--- src/design/apm_cfg.svh ---
// register map, field positions, reset values and timing counts of the aux pll and clock monitor
`ifndef APM_CFG_SVH
`define APM_CFG_SVH
`define APM_OFS_AUX1      8'h00
`define APM_OFS_AUX2      8'h04
`define APM_OFS_OSC       8'h08
`define APM_OFS_CFG       8'h0c
`define APM_OFS_STAT      8'h10
`define APM_AUX1_ENA      15
`define APM_AUX1_LOCK     14
`define APM_AUX1_PRISEL   13
`define APM_AUX1_AUX_FAST_RC_SELECT   12
`define APM_AUX1_DIVSRC   11
`define APM_AUX1_POST_HI  7
`define APM_AUX1_POST_LO  5
`define APM_AUX1_PRE_HI   2
`define APM_AUX1_PRE_LO   0
`define APM_OSC_SRC_HI    14
`define APM_OSC_SRC_LO    12
`define APM_OSC_CF        3
`define APM_OSC_SWREQ     0
`define APM_RST_CFG       2'h0
`define APM_RST_SRC       3'h0
`define APM_SRC_FRC       3'h0
`define APM_SRC_PRI       3'h2
`define APM_SRC_PRIPLL    3'h3
`define APM_SRC_SEC       3'h4
`define APM_FB_ALLONES    3'h7
`define APM_FB_BASE       5'h0f
`define APM_FB_BASE_TOP   5'h12
`define APM_CLK_MHZ       40
`define APM_LOW_POWER_RC_OSC_KHZ      32
`define APM_FAIL_WIN_US   2000
`define APM_FAIL_TICKS    ((`APM_FAIL_WIN_US * `APM_LOW_POWER_RC_OSC_KHZ) / 1000)
`define APM_START_TICKS   16
`define APM_LOCK_US       10
`define APM_LOCK_CYC      (`APM_LOCK_US * `APM_CLK_MHZ)
`define APM_RESP_OKAY     2'h0
`define APM_RESP_SLVERR   2'h2
`endif

--- src/design/apm_pkg.sv ---
// types shared by the aux pll and clock monitor
package apm_pkg;
  typedef struct packed {
    logic [2:0] post;  // output divider field
    logic [2:0] pre;   // reference divider field
    logic [2:0] fb;    // feedback divider field
  } apm_div_s;
  typedef struct packed {
    logic [4:0] mult;  // feedback ratio
    logic [3:0] n1;    // input ratio
    logic [3:0] n2;    // output ratio
  } apm_ratio_s;
  typedef enum logic [1:0] {
    MON_OFF,
    MON_DELAY,
    MON_WATCH,
    MON_FAILED
  } apm_mon_e;
endpackage : apm_pkg

--- src/design/apm_aux_pll_monitor.sv ---
// aux pll divider control, lock detect and fail-safe clock monitor with axi4-lite registers
//
// Summary of operation
// - input ratio N1 is the 3-bit reference divider field plus one.
// - feedback ratio M is the 3-bit feedback divider field plus fifteen.
// - feedback field all ones gives M as field plus eighteen.
// - output ratio N2 is the field at bits 7:5 plus one.
// - aux clock equals input times M over N1 times N2.
// - any input or divider change restarts a nonzero settling interval.
// - lock flag is read-only bit 14 of aux control one.
// - lock flag clears at reset and on any aux clock switch.
// - monitor active and low-power rc running only with config 00 outside sleep.
// - no system clock within window raises trap and forces fast rc.
// - on failure the current source field loads the fast rc code.
// - on failure the clock-fail flag at bit 3 sets.
// - on failure the switch request at bit 0 clears.
// - a failure in sleep does not wake the device.
// - checking starts once system clock ready and start delay elapsed.
// - start delay applies only for primary or secondary source.
// - watchdog time base keeps running on the low-power rc.
// - aux pll path is enabled only while bit 15 is set.
// - fast rc select picks fast rc, else primary select chooses reference.
// - config 1x disables switching and monitor; 01 switching only.
`timescale 1ns/100ps
`include "apm_cfg.svh"
module apm_aux_pll_monitor #(
  parameter int FAIL_TICKS  = `APM_FAIL_TICKS,  // failure window in low-power rc ticks
  parameter int START_TICKS = `APM_START_TICKS, // monitor start delay in low-power rc ticks
  parameter int LOCK_CYC    = `APM_LOCK_CYC     // lock settling interval in ref_clk cycles
) (
  input  wire logic                 ref_clk,        // 40 MHz clock
  input  wire logic                 rst_b,          // synchronous reset, active low
  input  wire logic                 s_axi_awvalid,  // write address valid
  output logic                      s_axi_awready,  // write address ready
  input  wire logic [7:0]           s_axi_awaddr,   // write address
  input  wire logic                 s_axi_wvalid,   // write data valid
  output logic                      s_axi_wready,   // write data ready
  input  wire logic [31:0]          s_axi_wdata,    // write data
  input  wire logic [3:0]           s_axi_wstrb,    // write byte strobes
  output logic                      s_axi_bvalid,   // write response valid
  input  wire logic                 s_axi_bready,   // write response ready
  output logic [1:0]                s_axi_bresp,    // write response
  input  wire logic                 s_axi_arvalid,  // read address valid
  output logic                      s_axi_arready,  // read address ready
  input  wire logic [7:0]           s_axi_araddr,   // read address
  output logic                      s_axi_rvalid,   // read data valid
  input  wire logic                 s_axi_rready,   // read data ready
  output logic [31:0]               s_axi_rdata,    // read data
  output logic [1:0]                s_axi_rresp,    // read response
  input  wire logic                 sysClkIn,       // monitored system clock pin
  input  wire logic                 lprcClkIn,      // low-power rc oscillator pin
  input  wire logic                 sysClkReady,    // system clock ready pin
  input  wire logic                 sleepIn,        // device in sleep
  input  wire logic                 fbAlignedIn,    // phase detector sees feedback aligned
  output logic                      auxPllEnable,   // aux pll and oscillator path enable
  output logic [1:0]                auxRefSel,      // 0 aux osc, 1 primary, 2 fast rc
  output logic                      auxDivSrcSel,   // aux pll feeds the aux clock divider
  output apm_pkg::apm_ratio_s       auxRatio,       // ratios to the pll core
  output logic                      clkFailTrap,    // one-cycle clock failure trap
  output logic                      forceFastRc,    // system clock forced to fast rc
  output logic                      lprcRun,        // low-power rc kept running
  output logic                      wdtTick,        // watchdog time base tick
  output logic                      clkSwitchEn     // clock switching allowed
);
  import apm_pkg::*;

  // ==========================================================
  // pin synchronisers
  logic [2:0] sysSync_ff, lprcSync_ff, rdySync_ff, fbSync_ff;
  always_ff @(posedge ref_clk) begin
    sysSync_ff  <= {sysSync_ff[1:0], sysClkIn};
    lprcSync_ff <= {lprcSync_ff[1:0], lprcClkIn};
    rdySync_ff  <= {rdySync_ff[1:0], sysClkReady};
    fbSync_ff   <= {fbSync_ff[1:0], fbAlignedIn};
  end
  // an edge shows where stages two and three differ; a level counts once both are high
  wire sysEdge  = sysSync_ff[2] ^ sysSync_ff[1];
  wire lprcTick = lprcSync_ff[1] & ~lprcSync_ff[2];
  wire sysRdy   = rdySync_ff[1] & rdySync_ff[2];
  wire fbAlign  = fbSync_ff[1] & fbSync_ff[2];

  // ==========================================================
  // axi4-lite slave
  logic        awHave_ff, wHave_ff;
  logic [7:0]  awAddr_ff;
  logic [31:0] wData_ff;
  logic [3:0]  wStrb_ff;
  wire doWrite  = awHave_ff & wHave_ff & ~s_axi_bvalid;
  wire nxt_awHave = (awHave_ff | (s_axi_awvalid & s_axi_awready)) & ~doWrite;
  wire nxt_wHave  = (wHave_ff | (s_axi_wvalid & s_axi_wready)) & ~doWrite;
  wire [15:0] wMask = {{8{wStrb_ff[1]}}, {8{wStrb_ff[0]}}};
  wire wrAux1 = doWrite & (awAddr_ff == `APM_OFS_AUX1);
  wire wrAux2 = doWrite & (awAddr_ff == `APM_OFS_AUX2);
  wire wrOsc  = doWrite & (awAddr_ff == `APM_OFS_OSC);
  wire wrCfg  = doWrite & (awAddr_ff == `APM_OFS_CFG);

  // register address decode, shared by both channels
  function automatic logic mapped(input logic [7:0] a);
    mapped = (a == `APM_OFS_AUX1) | (a == `APM_OFS_AUX2) | (a == `APM_OFS_OSC) |
             (a == `APM_OFS_CFG) | (a == `APM_OFS_STAT);
  endfunction : mapped

  // feedback ratio from its field
  function automatic logic [4:0] fbRatio(input logic [2:0] f);
    fbRatio = (f == `APM_FB_ALLONES) ? (`APM_FB_BASE_TOP + {2'h0, f})
                                     : (`APM_FB_BASE + {2'h0, f});
  endfunction : fbRatio

  // address and data channels taken in either order
  always_ff @(posedge ref_clk) begin
    if (!rst_b) begin
      awHave_ff     <= 1'b0;
      wHave_ff      <= 1'b0;
      s_axi_awready <= 1'b0;
      s_axi_wready  <= 1'b0;
      awAddr_ff     <= 8'h00;
      wData_ff      <= 32'h0;
      wStrb_ff      <= 4'h0;
    end else begin
      awHave_ff     <= nxt_awHave;
      wHave_ff      <= nxt_wHave;
      s_axi_awready <= ~nxt_awHave;
      s_axi_wready  <= ~nxt_wHave;
      if (s_axi_awvalid && s_axi_awready) awAddr_ff <= s_axi_awaddr;
      if (s_axi_wvalid && s_axi_wready) begin
        wData_ff <= s_axi_wdata;
        wStrb_ff <= s_axi_wstrb;
      end
    end
  end

  // write response
  always_ff @(posedge ref_clk) begin
    if (!rst_b) begin
      s_axi_bvalid <= 1'b0;
      s_axi_bresp  <= `APM_RESP_OKAY;
    end else if (doWrite) begin
      s_axi_bvalid <= 1'b1;
      s_axi_bresp  <= mapped(awAddr_ff) ? `APM_RESP_OKAY : `APM_RESP_SLVERR;
    end else if (s_axi_bready) begin
      s_axi_bvalid <= 1'b0;
    end
  end

  // ==========================================================
  // control and status registers
  logic       ena_ff, priSel_ff, aux_fast_rc_select_ff, divSrc_ff, lock_ff, cf_ff, swReq_ff;
  apm_div_s   div_ff;
  logic [2:0] curSrc_ff;
  logic [1:0] cfg_ff;
  apm_mon_e   mon_ff;
  wire [15:0] aux1Word = {ena_ff, lock_ff, priSel_ff, aux_fast_rc_select_ff, divSrc_ff, 3'h0,
                          div_ff.post, 2'h0, div_ff.pre};
  wire [15:0] aux1New  = (aux1Word & ~wMask) | (wData_ff[15:0] & wMask);
  wire [15:0] oscWord  = {1'b0, curSrc_ff, 8'h00, cf_ff, 2'h0, swReq_ff};
  wire        monActive = (cfg_ff == 2'h0) & ~sleepIn;
  wire        failEv;
  // any change of source or divider is an aux clock switch
  wire auxChange = (wrAux1 & (aux1New[13:11] != {priSel_ff, aux_fast_rc_select_ff, divSrc_ff} |
                              aux1New[7:5] != div_ff.post | aux1New[2:0] != div_ff.pre)) |
                   (wrAux2 & wStrb_ff[0] & (wData_ff[2:0] != div_ff.fb));

  always_ff @(posedge ref_clk) begin
    if (!rst_b) begin
      ena_ff    <= 1'b0;
      priSel_ff <= 1'b0;
      aux_fast_rc_select_ff <= 1'b0;
      divSrc_ff <= 1'b0;
      div_ff    <= '0;
      cfg_ff    <= `APM_RST_CFG;
    end else begin
      if (wrAux1) begin
        ena_ff    <= aux1New[`APM_AUX1_ENA];
        priSel_ff <= aux1New[`APM_AUX1_PRISEL];
        aux_fast_rc_select_ff <= aux1New[`APM_AUX1_AUX_FAST_RC_SELECT];
        divSrc_ff <= aux1New[`APM_AUX1_DIVSRC];
        div_ff.post <= aux1New[`APM_AUX1_POST_HI:`APM_AUX1_POST_LO];
        div_ff.pre  <= aux1New[`APM_AUX1_PRE_HI:`APM_AUX1_PRE_LO];
      end
      if (wrAux2 && wStrb_ff[0]) div_ff.fb <= wData_ff[2:0];
      if (wrCfg && wStrb_ff[0]) cfg_ff <= wData_ff[1:0];
    end
  end

  // oscillator control: a failure wins over a software write
  always_ff @(posedge ref_clk) begin
    if (!rst_b) begin
      curSrc_ff <= `APM_RST_SRC;
      cf_ff     <= 1'b0;
      swReq_ff  <= 1'b0;
    end else if (failEv) begin
      curSrc_ff <= `APM_SRC_FRC;
      cf_ff     <= 1'b1;
      swReq_ff  <= 1'b0;
    end else if (wrOsc) begin
      if (wStrb_ff[1]) curSrc_ff <= wData_ff[`APM_OSC_SRC_HI:`APM_OSC_SRC_LO];
      if (wStrb_ff[0]) begin
        cf_ff    <= wData_ff[`APM_OSC_CF];
        swReq_ff <= wData_ff[`APM_OSC_SWREQ] & (cfg_ff[1] == 1'b0);
      end
    end
  end

  // ==========================================================
  // aux pll lock detector
  logic [15:0] lockCnt_ff;
  wire lockRestart = auxChange | ~ena_ff | ~fbAlign;
  always_ff @(posedge ref_clk) begin
    if (!rst_b) begin
      lock_ff    <= 1'b0;
      lockCnt_ff <= 16'h0;
    end else if (lockRestart) begin
      lock_ff    <= 1'b0;
      lockCnt_ff <= 16'h0;
    end else if (lockCnt_ff == 16'(LOCK_CYC - 1)) begin
      lock_ff    <= 1'b1;
    end else begin
      lockCnt_ff <= lockCnt_ff + 16'h1;
    end
  end

  // ==========================================================
  // fail-safe monitor
  logic [15:0] monCnt_ff;
  wire delayApplies = (curSrc_ff == `APM_SRC_PRI) | (curSrc_ff == `APM_SRC_PRIPLL) |
                      (curSrc_ff == `APM_SRC_SEC);
  assign failEv = (mon_ff == MON_WATCH) & monActive & ~sysEdge & lprcTick &
                  (monCnt_ff == 16'(FAIL_TICKS - 1));
  always_ff @(posedge ref_clk) begin
    if (!rst_b) begin
      mon_ff    <= MON_OFF;
      monCnt_ff <= 16'h0;
    end else if (!monActive) begin
      mon_ff    <= MON_OFF;
      monCnt_ff <= 16'h0;
    end else begin
      case (mon_ff)
        MON_OFF: begin
          monCnt_ff <= 16'h0;
          if (sysRdy && !cf_ff) mon_ff <= delayApplies ? MON_DELAY : MON_WATCH;
        end
        MON_DELAY: begin
          if (lprcTick) begin
            monCnt_ff <= monCnt_ff + 16'h1;
            if (monCnt_ff == 16'(START_TICKS - 1)) begin
              mon_ff    <= MON_WATCH;
              monCnt_ff <= 16'h0;
            end
          end
        end
        MON_WATCH: begin
          if (sysEdge) monCnt_ff <= 16'h0;
          else if (failEv) mon_ff <= MON_FAILED;
          else if (lprcTick) monCnt_ff <= monCnt_ff + 16'h1;
        end
        MON_FAILED: begin
          if (!cf_ff) mon_ff <= MON_OFF;
        end
        default: mon_ff <= MON_OFF;
      endcase
    end
  end

  // ==========================================================
  // read channel
  logic [31:0] rdWord;
  always_comb begin
    rdWord = 32'h0;
    case (s_axi_araddr)
      `APM_OFS_AUX1: rdWord = {16'h0, aux1Word};
      `APM_OFS_AUX2: rdWord = {29'h0, div_ff.fb};
      `APM_OFS_OSC:  rdWord = {16'h0, oscWord};
      `APM_OFS_CFG:  rdWord = {30'h0, cfg_ff};
      `APM_OFS_STAT: rdWord = {28'h0, lprcRun, monActive, mon_ff};
      default:       rdWord = 32'h0;
    endcase
  end
  always_ff @(posedge ref_clk) begin
    if (!rst_b) begin
      s_axi_arready <= 1'b0;
      s_axi_rvalid  <= 1'b0;
      s_axi_rdata   <= 32'h0;
      s_axi_rresp   <= `APM_RESP_OKAY;
    end else if (s_axi_arvalid && s_axi_arready) begin
      s_axi_arready <= 1'b0;
      s_axi_rvalid  <= 1'b1;
      s_axi_rdata   <= rdWord;
      s_axi_rresp   <= mapped(s_axi_araddr) ? `APM_RESP_OKAY : `APM_RESP_SLVERR;
    end else if (s_axi_rvalid) begin
      if (s_axi_rready) begin
        s_axi_rvalid  <= 1'b0;
        s_axi_arready <= 1'b1;
      end
    end else begin
      s_axi_arready <= 1'b1;
    end
  end

  // ==========================================================
  // registered outputs to the pll core and system
  always_ff @(posedge ref_clk) begin
    if (!rst_b) begin
      auxPllEnable  <= 1'b0;
      auxRefSel     <= 2'h0;
      auxDivSrcSel  <= 1'b0;
      auxRatio      <= '0;
      clkFailTrap   <= 1'b0;
      forceFastRc   <= 1'b0;
      lprcRun       <= 1'b0;
      wdtTick       <= 1'b0;
      clkSwitchEn   <= 1'b0;
    end else begin
      auxPllEnable  <= ena_ff;
      auxRefSel     <= aux_fast_rc_select_ff ? 2'h2 : {1'b0, priSel_ff};
      auxDivSrcSel  <= divSrc_ff;
      auxRatio.n1   <= {1'b0, div_ff.pre} + 4'h1;
      auxRatio.n2   <= {1'b0, div_ff.post} + 4'h1;
      auxRatio.mult <= fbRatio(div_ff.fb);
      clkFailTrap   <= failEv;
      forceFastRc   <= failEv | (forceFastRc & cf_ff);
      lprcRun       <= monActive;
      wdtTick       <= lprcTick;
      clkSwitchEn   <= ~cfg_ff[1];
    end
  end
endmodule : apm_aux_pll_monitor

--- config.mk ---
export PLATFORM = sky130hd
export DESIGN_NAME = apm_aux_pll_monitor
export DESIGN_NICKNAME = d
export VERILOG_FILES = /design/src/design/apm_pkg.sv /design/src/design/apm_aux_pll_monitor.sv
export VERILOG_INCLUDE_DIRS = /design/src /design/src/design
export SDC_FILE = /design/constraint.sdc
export NUM_CORES = 1
export LEC_CHECK = 0
export BUFFER_PORTS_ARGS = -buffer_cell sky130_fd_sc_hd__buf_2
export CAP_MARGIN = 20
export CORE_MARGIN = 4
export CORE_UTILIZATION = 35
export CTS_CLUSTER_SIZE = 25
export DETAILED_ROUTE_END_ITERATION = 10
export PLACE_DENSITY = 0.6
export SYNTH_ARGS = -nofsm -noshare
export SYNTH_HDL_FRONTEND = slang
export SYNTH_SLANG_ARGS = --single-unit
--- constraint.sdc ---
create_clock -name ref_clk -period 3.4 [get_ports ref_clk]
set_clock_uncertainty 0.15 [all_clocks]
set_input_delay 0.68 -clock ref_clk [delete_from_list [all_inputs] [get_ports ref_clk]]
set_output_delay 0.68 -clock ref_clk [all_outputs]
set_load 0.01 [all_outputs]
## Yosys cells after proc, flatten, opt, wreduce, memory -nomap -nowiden

Cells that the tools add are included.

| cells by class | value |
|---|---|
| reductions and logical operators | 25 |
| multiplexer cells | 29 |
| eq/ne operators | 31 |
| bitwise logic cells | 57 |
| add/subtract/negate cells | 6 |

Operators by type and width:

| kind | count |
|---|---|
| $mux W16 | 5 |
| $pmux W16 S5 | 1 |
| $pmux W16 S3 | 1 |
| $add A16 B1 Y16 const B | 2 |
| $and A16 B16 Y16 | 2 |
| $eq A8 B4 Y1 const B | 4 |
| $and A1 B1 Y1 | 23 |
| $mux W2 | 10 |
| $or A1 B1 Y1 | 18 |
| $eq A16 B4 Y1 const B | 1 |
| $eq A16 B6 Y1 const B | 1 |
| $eq A16 B9 Y1 const B | 1 |
| $eq A8 B3 Y1 const B | 2 |
| $eq A8 B5 Y1 const B | 2 |
| $logic_not A8 Y1 | 2 |
| $not A16 Y16 | 1 |
| $or A16 B16 Y16 | 1 |
| $ne A2 B2 Y1 const B | 6 |
| $ne A3 B3 Y1 | 4 |
| $not A1 Y1 | 11 |
| $mux W1 | 10 |
| $add A3 B1 Y4 const B | 2 |
| $pmux W2 S4 | 1 |
| $reduce_and A2 Y1 | 4 |
| 18 further kinds | 33 |

| word-level totals | value |
|---|---|
| word-level logic and storage cells | 192 |
| input port bits | 64 |
| output and inout bits | 63 |
| register bits | 158 |

## Longest topological paths before layout

| depth | value |
|---|---|
| depth after elaboration | 11 |
| gate-level depth with buffers | 9 |

## Worst setup path before layout

OpenSTA, ideal clock, no wires.

| timing path | value |
|---|---|
| path kind | register to register |
| start point | register s_axi_bvalid |
| end point | register lockCnt_ff[15] |
| slack | 0.764 ns |
| period minus slack after synthesis | 2.636 ns |
| cell stages (with the launch flop) | 10 |
| arrival | 2.372 ns |
| path buffers | 3 |
| data required time | 3.135 ns |
| library setup time | 0.115 ns |
| cells stage by stage | dfxtp_1 or4bb_1 or4b_4 or3_1 buf_6 a31oi_4 a2111o_1 buf_6 buf_12 nor2_1 |

| between the ends | value |
|---|---|
| word-level cells in the longest chain between the ends | 9 |
| elaborated cells on any way between the ends | 11 |
| classes of those cells | 10 x bitwise; 1 x reduce/logical |

Ends and longest elaborated chain:

| what | RTL line | source |
|---|---|---|
| start, declared | apm_aux_pll_monitor.sv:40 | `output logic s_axi_bvalid,` |
| start signal, assigned | apm_aux_pll_monitor.sv:135 | `s_axi_bvalid <= 1'b0;` |
| start signal, assigned | apm_aux_pll_monitor.sv:138 | `s_axi_bvalid <= 1'b1;` |
| start signal, assigned | apm_aux_pll_monitor.sv:141 | `s_axi_bvalid <= 1'b0;` |
| $not A1 Y1 * | apm_aux_pll_monitor.sv:88 | `wire doWrite = awHave_ff & wHave_ff & ~s_axi_bvalid;` |
| $and A1 B1 Y1 * | apm_aux_pll_monitor.sv:88 |  |
| $and A1 B1 Y1 | apm_aux_pll_monitor.sv:93 | `` wire wrAux2 = doWrite & (awAddr_ff == `APM_OFS_AUX2); `` |
| $and A1 B1 Y1 (2 in series) | apm_aux_pll_monitor.sv:161 | `(wrAux2 & wStrb_ff[0] & (wData_ff[2:0] != div_ff.fb));` |
| $or A1 B1 Y1 * | apm_aux_pll_monitor.sv:160 | `aux1New[7:5] != div_ff.post \| aux1New[2:0] != div_ff.pre)) \|` |
| $or A1 B1 Y1 * (2 in series) | apm_aux_pll_monitor.sv:207 | `wire lockRestart = auxChange \| ~ena_ff \| ~fbAlign;` |
| $reduce_or A2 Y1 (no line) * | - |  |
| end signal, assigned | apm_aux_pll_monitor.sv:218 | `lockCnt_ff <= lockCnt_ff + 16'h1;` |
| end, declared | apm_aux_pll_monitor.sv:206 | `logic [15:0] lockCnt_ff;` |

Mark *: on every way between the ends. The rest lies on a longest branch, timed or not.
A chain may end at the register's enable or synchronous reset.

## Worst setup path after layout

| timing path | value |
|---|---|
| start point | register monCnt_ff[0] |
| end point | register mon_ff[1] |

| between the ends | value |
|---|---|
| word-level cells in the longest chain between the ends | 4 |
| elaborated cells on any way between the ends | 6 |
| classes of those cells | 4 x eq/ne; 1 x bitwise; 1 x reduce/logical |

Ends and longest elaborated chain:

| what | RTL line | source |
|---|---|---|
| start, declared | apm_aux_pll_monitor.sv:224 | `logic [15:0] monCnt_ff;` |
| start signal, assigned | apm_aux_pll_monitor.sv:244 | `monCnt_ff <= monCnt_ff + 16'h1;` |
| start signal, assigned | apm_aux_pll_monitor.sv:254 | `else if (lprcTick) monCnt_ff <= monCnt_ff + 16'h1;` |
| $eq A16 B6 Y1 | apm_aux_pll_monitor.sv:228 | `(monCnt_ff == 16'(FAIL_TICKS - 1));` |
| $and A1 B1 Y1 | apm_aux_pll_monitor.sv:227 | `assign failEv = (mon_ff == MON_WATCH) & monActive & ~sysEdge & lprcTick &` |
| $ne A2 B2 Y1 (no line) | - |  |
| $reduce_and A6 Y1 (no line) * | - |  |
| end signal, assigned | apm_aux_pll_monitor.sv:240 | `if (sysRdy && !cf_ff) mon_ff <= delayApplies ? MON_DELAY : MON_WATCH;` |
| end, declared | apm_aux_pll_monitor.sv:151 | `apm_mon_e mon_ff;` |

Marks and branches as above.

==> results.cfg <==
[status]
outcome = complete, no violations

[setup_path]
r2r-start = monCnt_ff[0]
critPathCaptureType = flip-flop
path_class = flip-flop to flip-flop
cp-startpoint = monCnt_ff[0]
reg2reg_depth = 8
critPathMaxFanout = 5
ff2ff_setup_slack_ps = 630
crit_arrival_ps = 2920
crit_path_end = mon_ff[1]
r2r_end = mon_ff[1]
critPathRequiredTime_ps = 3550
start_kind = flip-flop

[clocking]
cts_root_buf = clkbuf_16
clk_latency_ps = 420
cts_tree = done
clk_pin_slew_ps = 60
cts_max_path_buffers = 2
cts_made_buffers = 17
post_cts_buffers = 0
cts_sinks = 132
hold_buffers = 0
htree_num_levels = 4
post_cts_resized = 0

[synth]
synth_warnings = 0
synth_edf_count = 0
async_reset_ff_frac = 0
synth_cell_type_count = 57
synthesis.area_sq_um = 5610
syn-instance-count = 631
synthesis.area_per_instance_sq_um = 8.891
ys_ff_latch = 132
ys_seq_area_frac = 0.4710
ys.flop_type = dfxtp_1

[placed_design]
port_buffers = 82
place_congestion = 0.7777
pre_cts_slack_ps = 642.9
dp_hpwl_um = 8712
dp.cells = 909
placed_area_sq_um = 6132

[layout]
num_antenna_cells = 0
fin_cells = 941
layout_common_cells = dfxtp_1, nor2_1, buf_2
nets = 792
num-fill-cells = 1614
final_common_cell = dfxtp_1
final_area_sq_um = 6785
drive_above_1_share = 0.1807
syn_to_final_growth_pct = 20.94

[routing]
highest_layer = met4
drt_iter0_markers = 160
wl_per_cell_um = 13.06
dr_wl_met3_um = 626
ant_nets = 0
viasPerCell = 4.716
wl_met1_um = 6053
drc = 0
first_pass_iters = 4
wl_um = 12290
vias = 4438
wl_met2_um = 5428

[floorplan]
placementRows = 46
dieArea_sq_um = 18120
coreArea_sq_um = 15770
die_h_um = 134.6
die_w_um = 134.6
ios = 127
start_util = 0.3558

[timing]
fin_tns_setup_ps = 0
timing_worst_slew_pin_value_ps = 611.9
period_minus_slack_ps = 2773
clock.fmax_ghz = 0.3606
timing_hold_violations_final = 0
finalCritPeriodShare = 0.8156
setup_violations = 0
slew_viol_final = 0
rsz0062_at_grt = false
finalWorstSetupSlack_ps = 626.9
relSlewSlack = 0.5899

[job]
cap_viol_max_count = 0

[pwr]
powerDensity_nw_per_um2 = 551.3
p_leak_nw = 2.739
ir_drop_mv = 0.3253

[grt]
grtUsageTotal = 0.1385
grt_max_degree = 65
grt_pass1_wl_um = 19970
gr-total-overflow = 0
first_global_vias = 4134
antenna_found_initial = 0

[worst_hold_path]
hp-class = flip-flop to flip-flop
whs_path_depth = 0
Yosys cell counts (3+ instances only):
cell type | instances | area [sq um]
a21oi_1 | 36 | 180.2
nor4_1 | 15 | 93.84
a31oi_1 | 4 | 25.02
a211oi_1 | 3 | 22.52
ha_1 | 15 | 187.7
nor2_1 | 93 | 349.1
inv_1 | 11 | 41.29
o22ai_1 | 3 | 18.77
nand4_1 | 8 | 50.05
nand2_1 | 74 | 277.8
and4_1 | 4 | 35.03
buf_4 | 22 | 165.2
clkbuf_1 | 23 | 86.33
and3_1 | 7 | 43.79
nor3_1 | 16 | 80.08
nand2b_1 | 5 | 31.28
o21ai_0 | 10 | 50.05
xnor2_1 | 25 | 219.0
a22oi_1 | 6 | 45.04
xor2_1 | 16 | 140.1
nand3_1 | 28 | 140.1
dfxtp_1 | 132 | 2643
o31ai_1 | 3 | 22.52
and2_1 | 8 | 50.05
mux2i_1 | 26 | 260.3
final cells by class:
cell class	count	area (sq um)	area share
clock buffer	20	456.7	0.06731
timing repair buffer	91	490.5	0.07228
sequential	132	2643	0.3895
multi-input combinational	459	2704	0.3985
inverter	12	45.04	0.006638
clock inverter	11	176.4	0.02600
tap	216	270.3	0.03983
power by group:
part / leakage, nW / switching [mW] / internal [mW] / total [mW]
registers: 1.07 / 0.0277 / 1.58 / 1.61
clock network: 0.295 / 0.679 / 1.27 / 1.94
logic: 1.37 / 0.114 / 0.0702 / 0.185
sequential cells by signal, indices dropped and copies added (netlist names), 6 cells and up, named ones only:
name and flops:
monCnt_ff 16, auxRatio 13, aux1Word 6, wData_ff 12
awAddr_ff 8, s_axi_rdata 12, lockCnt_ff 16
critical path, stage by stage, from the launching register on:
cell	delay, ps
dfxtp_1	370
ha_1	220
nor4bb_1	280
buf_4	170
nand2_1	60
or4_1	660
a211oi_1	480
and3_1	230
nor3_1	40
how the worst min path moves through the flow:
stage / from / endpoint / slack, ps
after floorplan: fbSync_ff[0] / fbSync_ff[1] / 160
after global placement: sysSync_ff[0] / sysSync_ff[1] / 160
after detailed placement: lprcSync_ff[0] / lprcSync_ff[1] / 160
after CTS: sysSync_ff[0] / sysSync_ff[1] / 180
after global routing: sysSync_ff[0] / sysSync_ff[1] / 180
final: sysSync_ff[0] / sysSync_ff[1] / 180
layer usage:
layer | vias to the layer above | track usage
li1 | 2287 | -
met1 | 2051 | 0.1852
met2 | 85 | 0.2159
met3 | 15 | 0.03689
met4 | 0 | 0.05090
met5 | - | 0
kinds of logic after synthesis:
logic type,count (synthesis),synth area share
compound gates,80,0.09099
xor+xnor,41,0.06400
fa+ha+maj,15,0.03345
buf+inv,61,0.06110
flops,132,0.4710
mux,27,0.04839
other cells,1,0.0006684
simple gates,274,0.2304
metrics by stage:
step	hold WS, ps	total power [mW]	util
after global placement	161.8	1.826	0.3888
after CTS	177.7	3.774	0.4290
after detailed placement	165.0	1.828	0.3888
after global routing	183.9	3.876	0.4303
after floorplan	159.6	1.778	-
final	175.5	3.741	0.4303
Note: power is estimated with default switching activity, not from simulation.
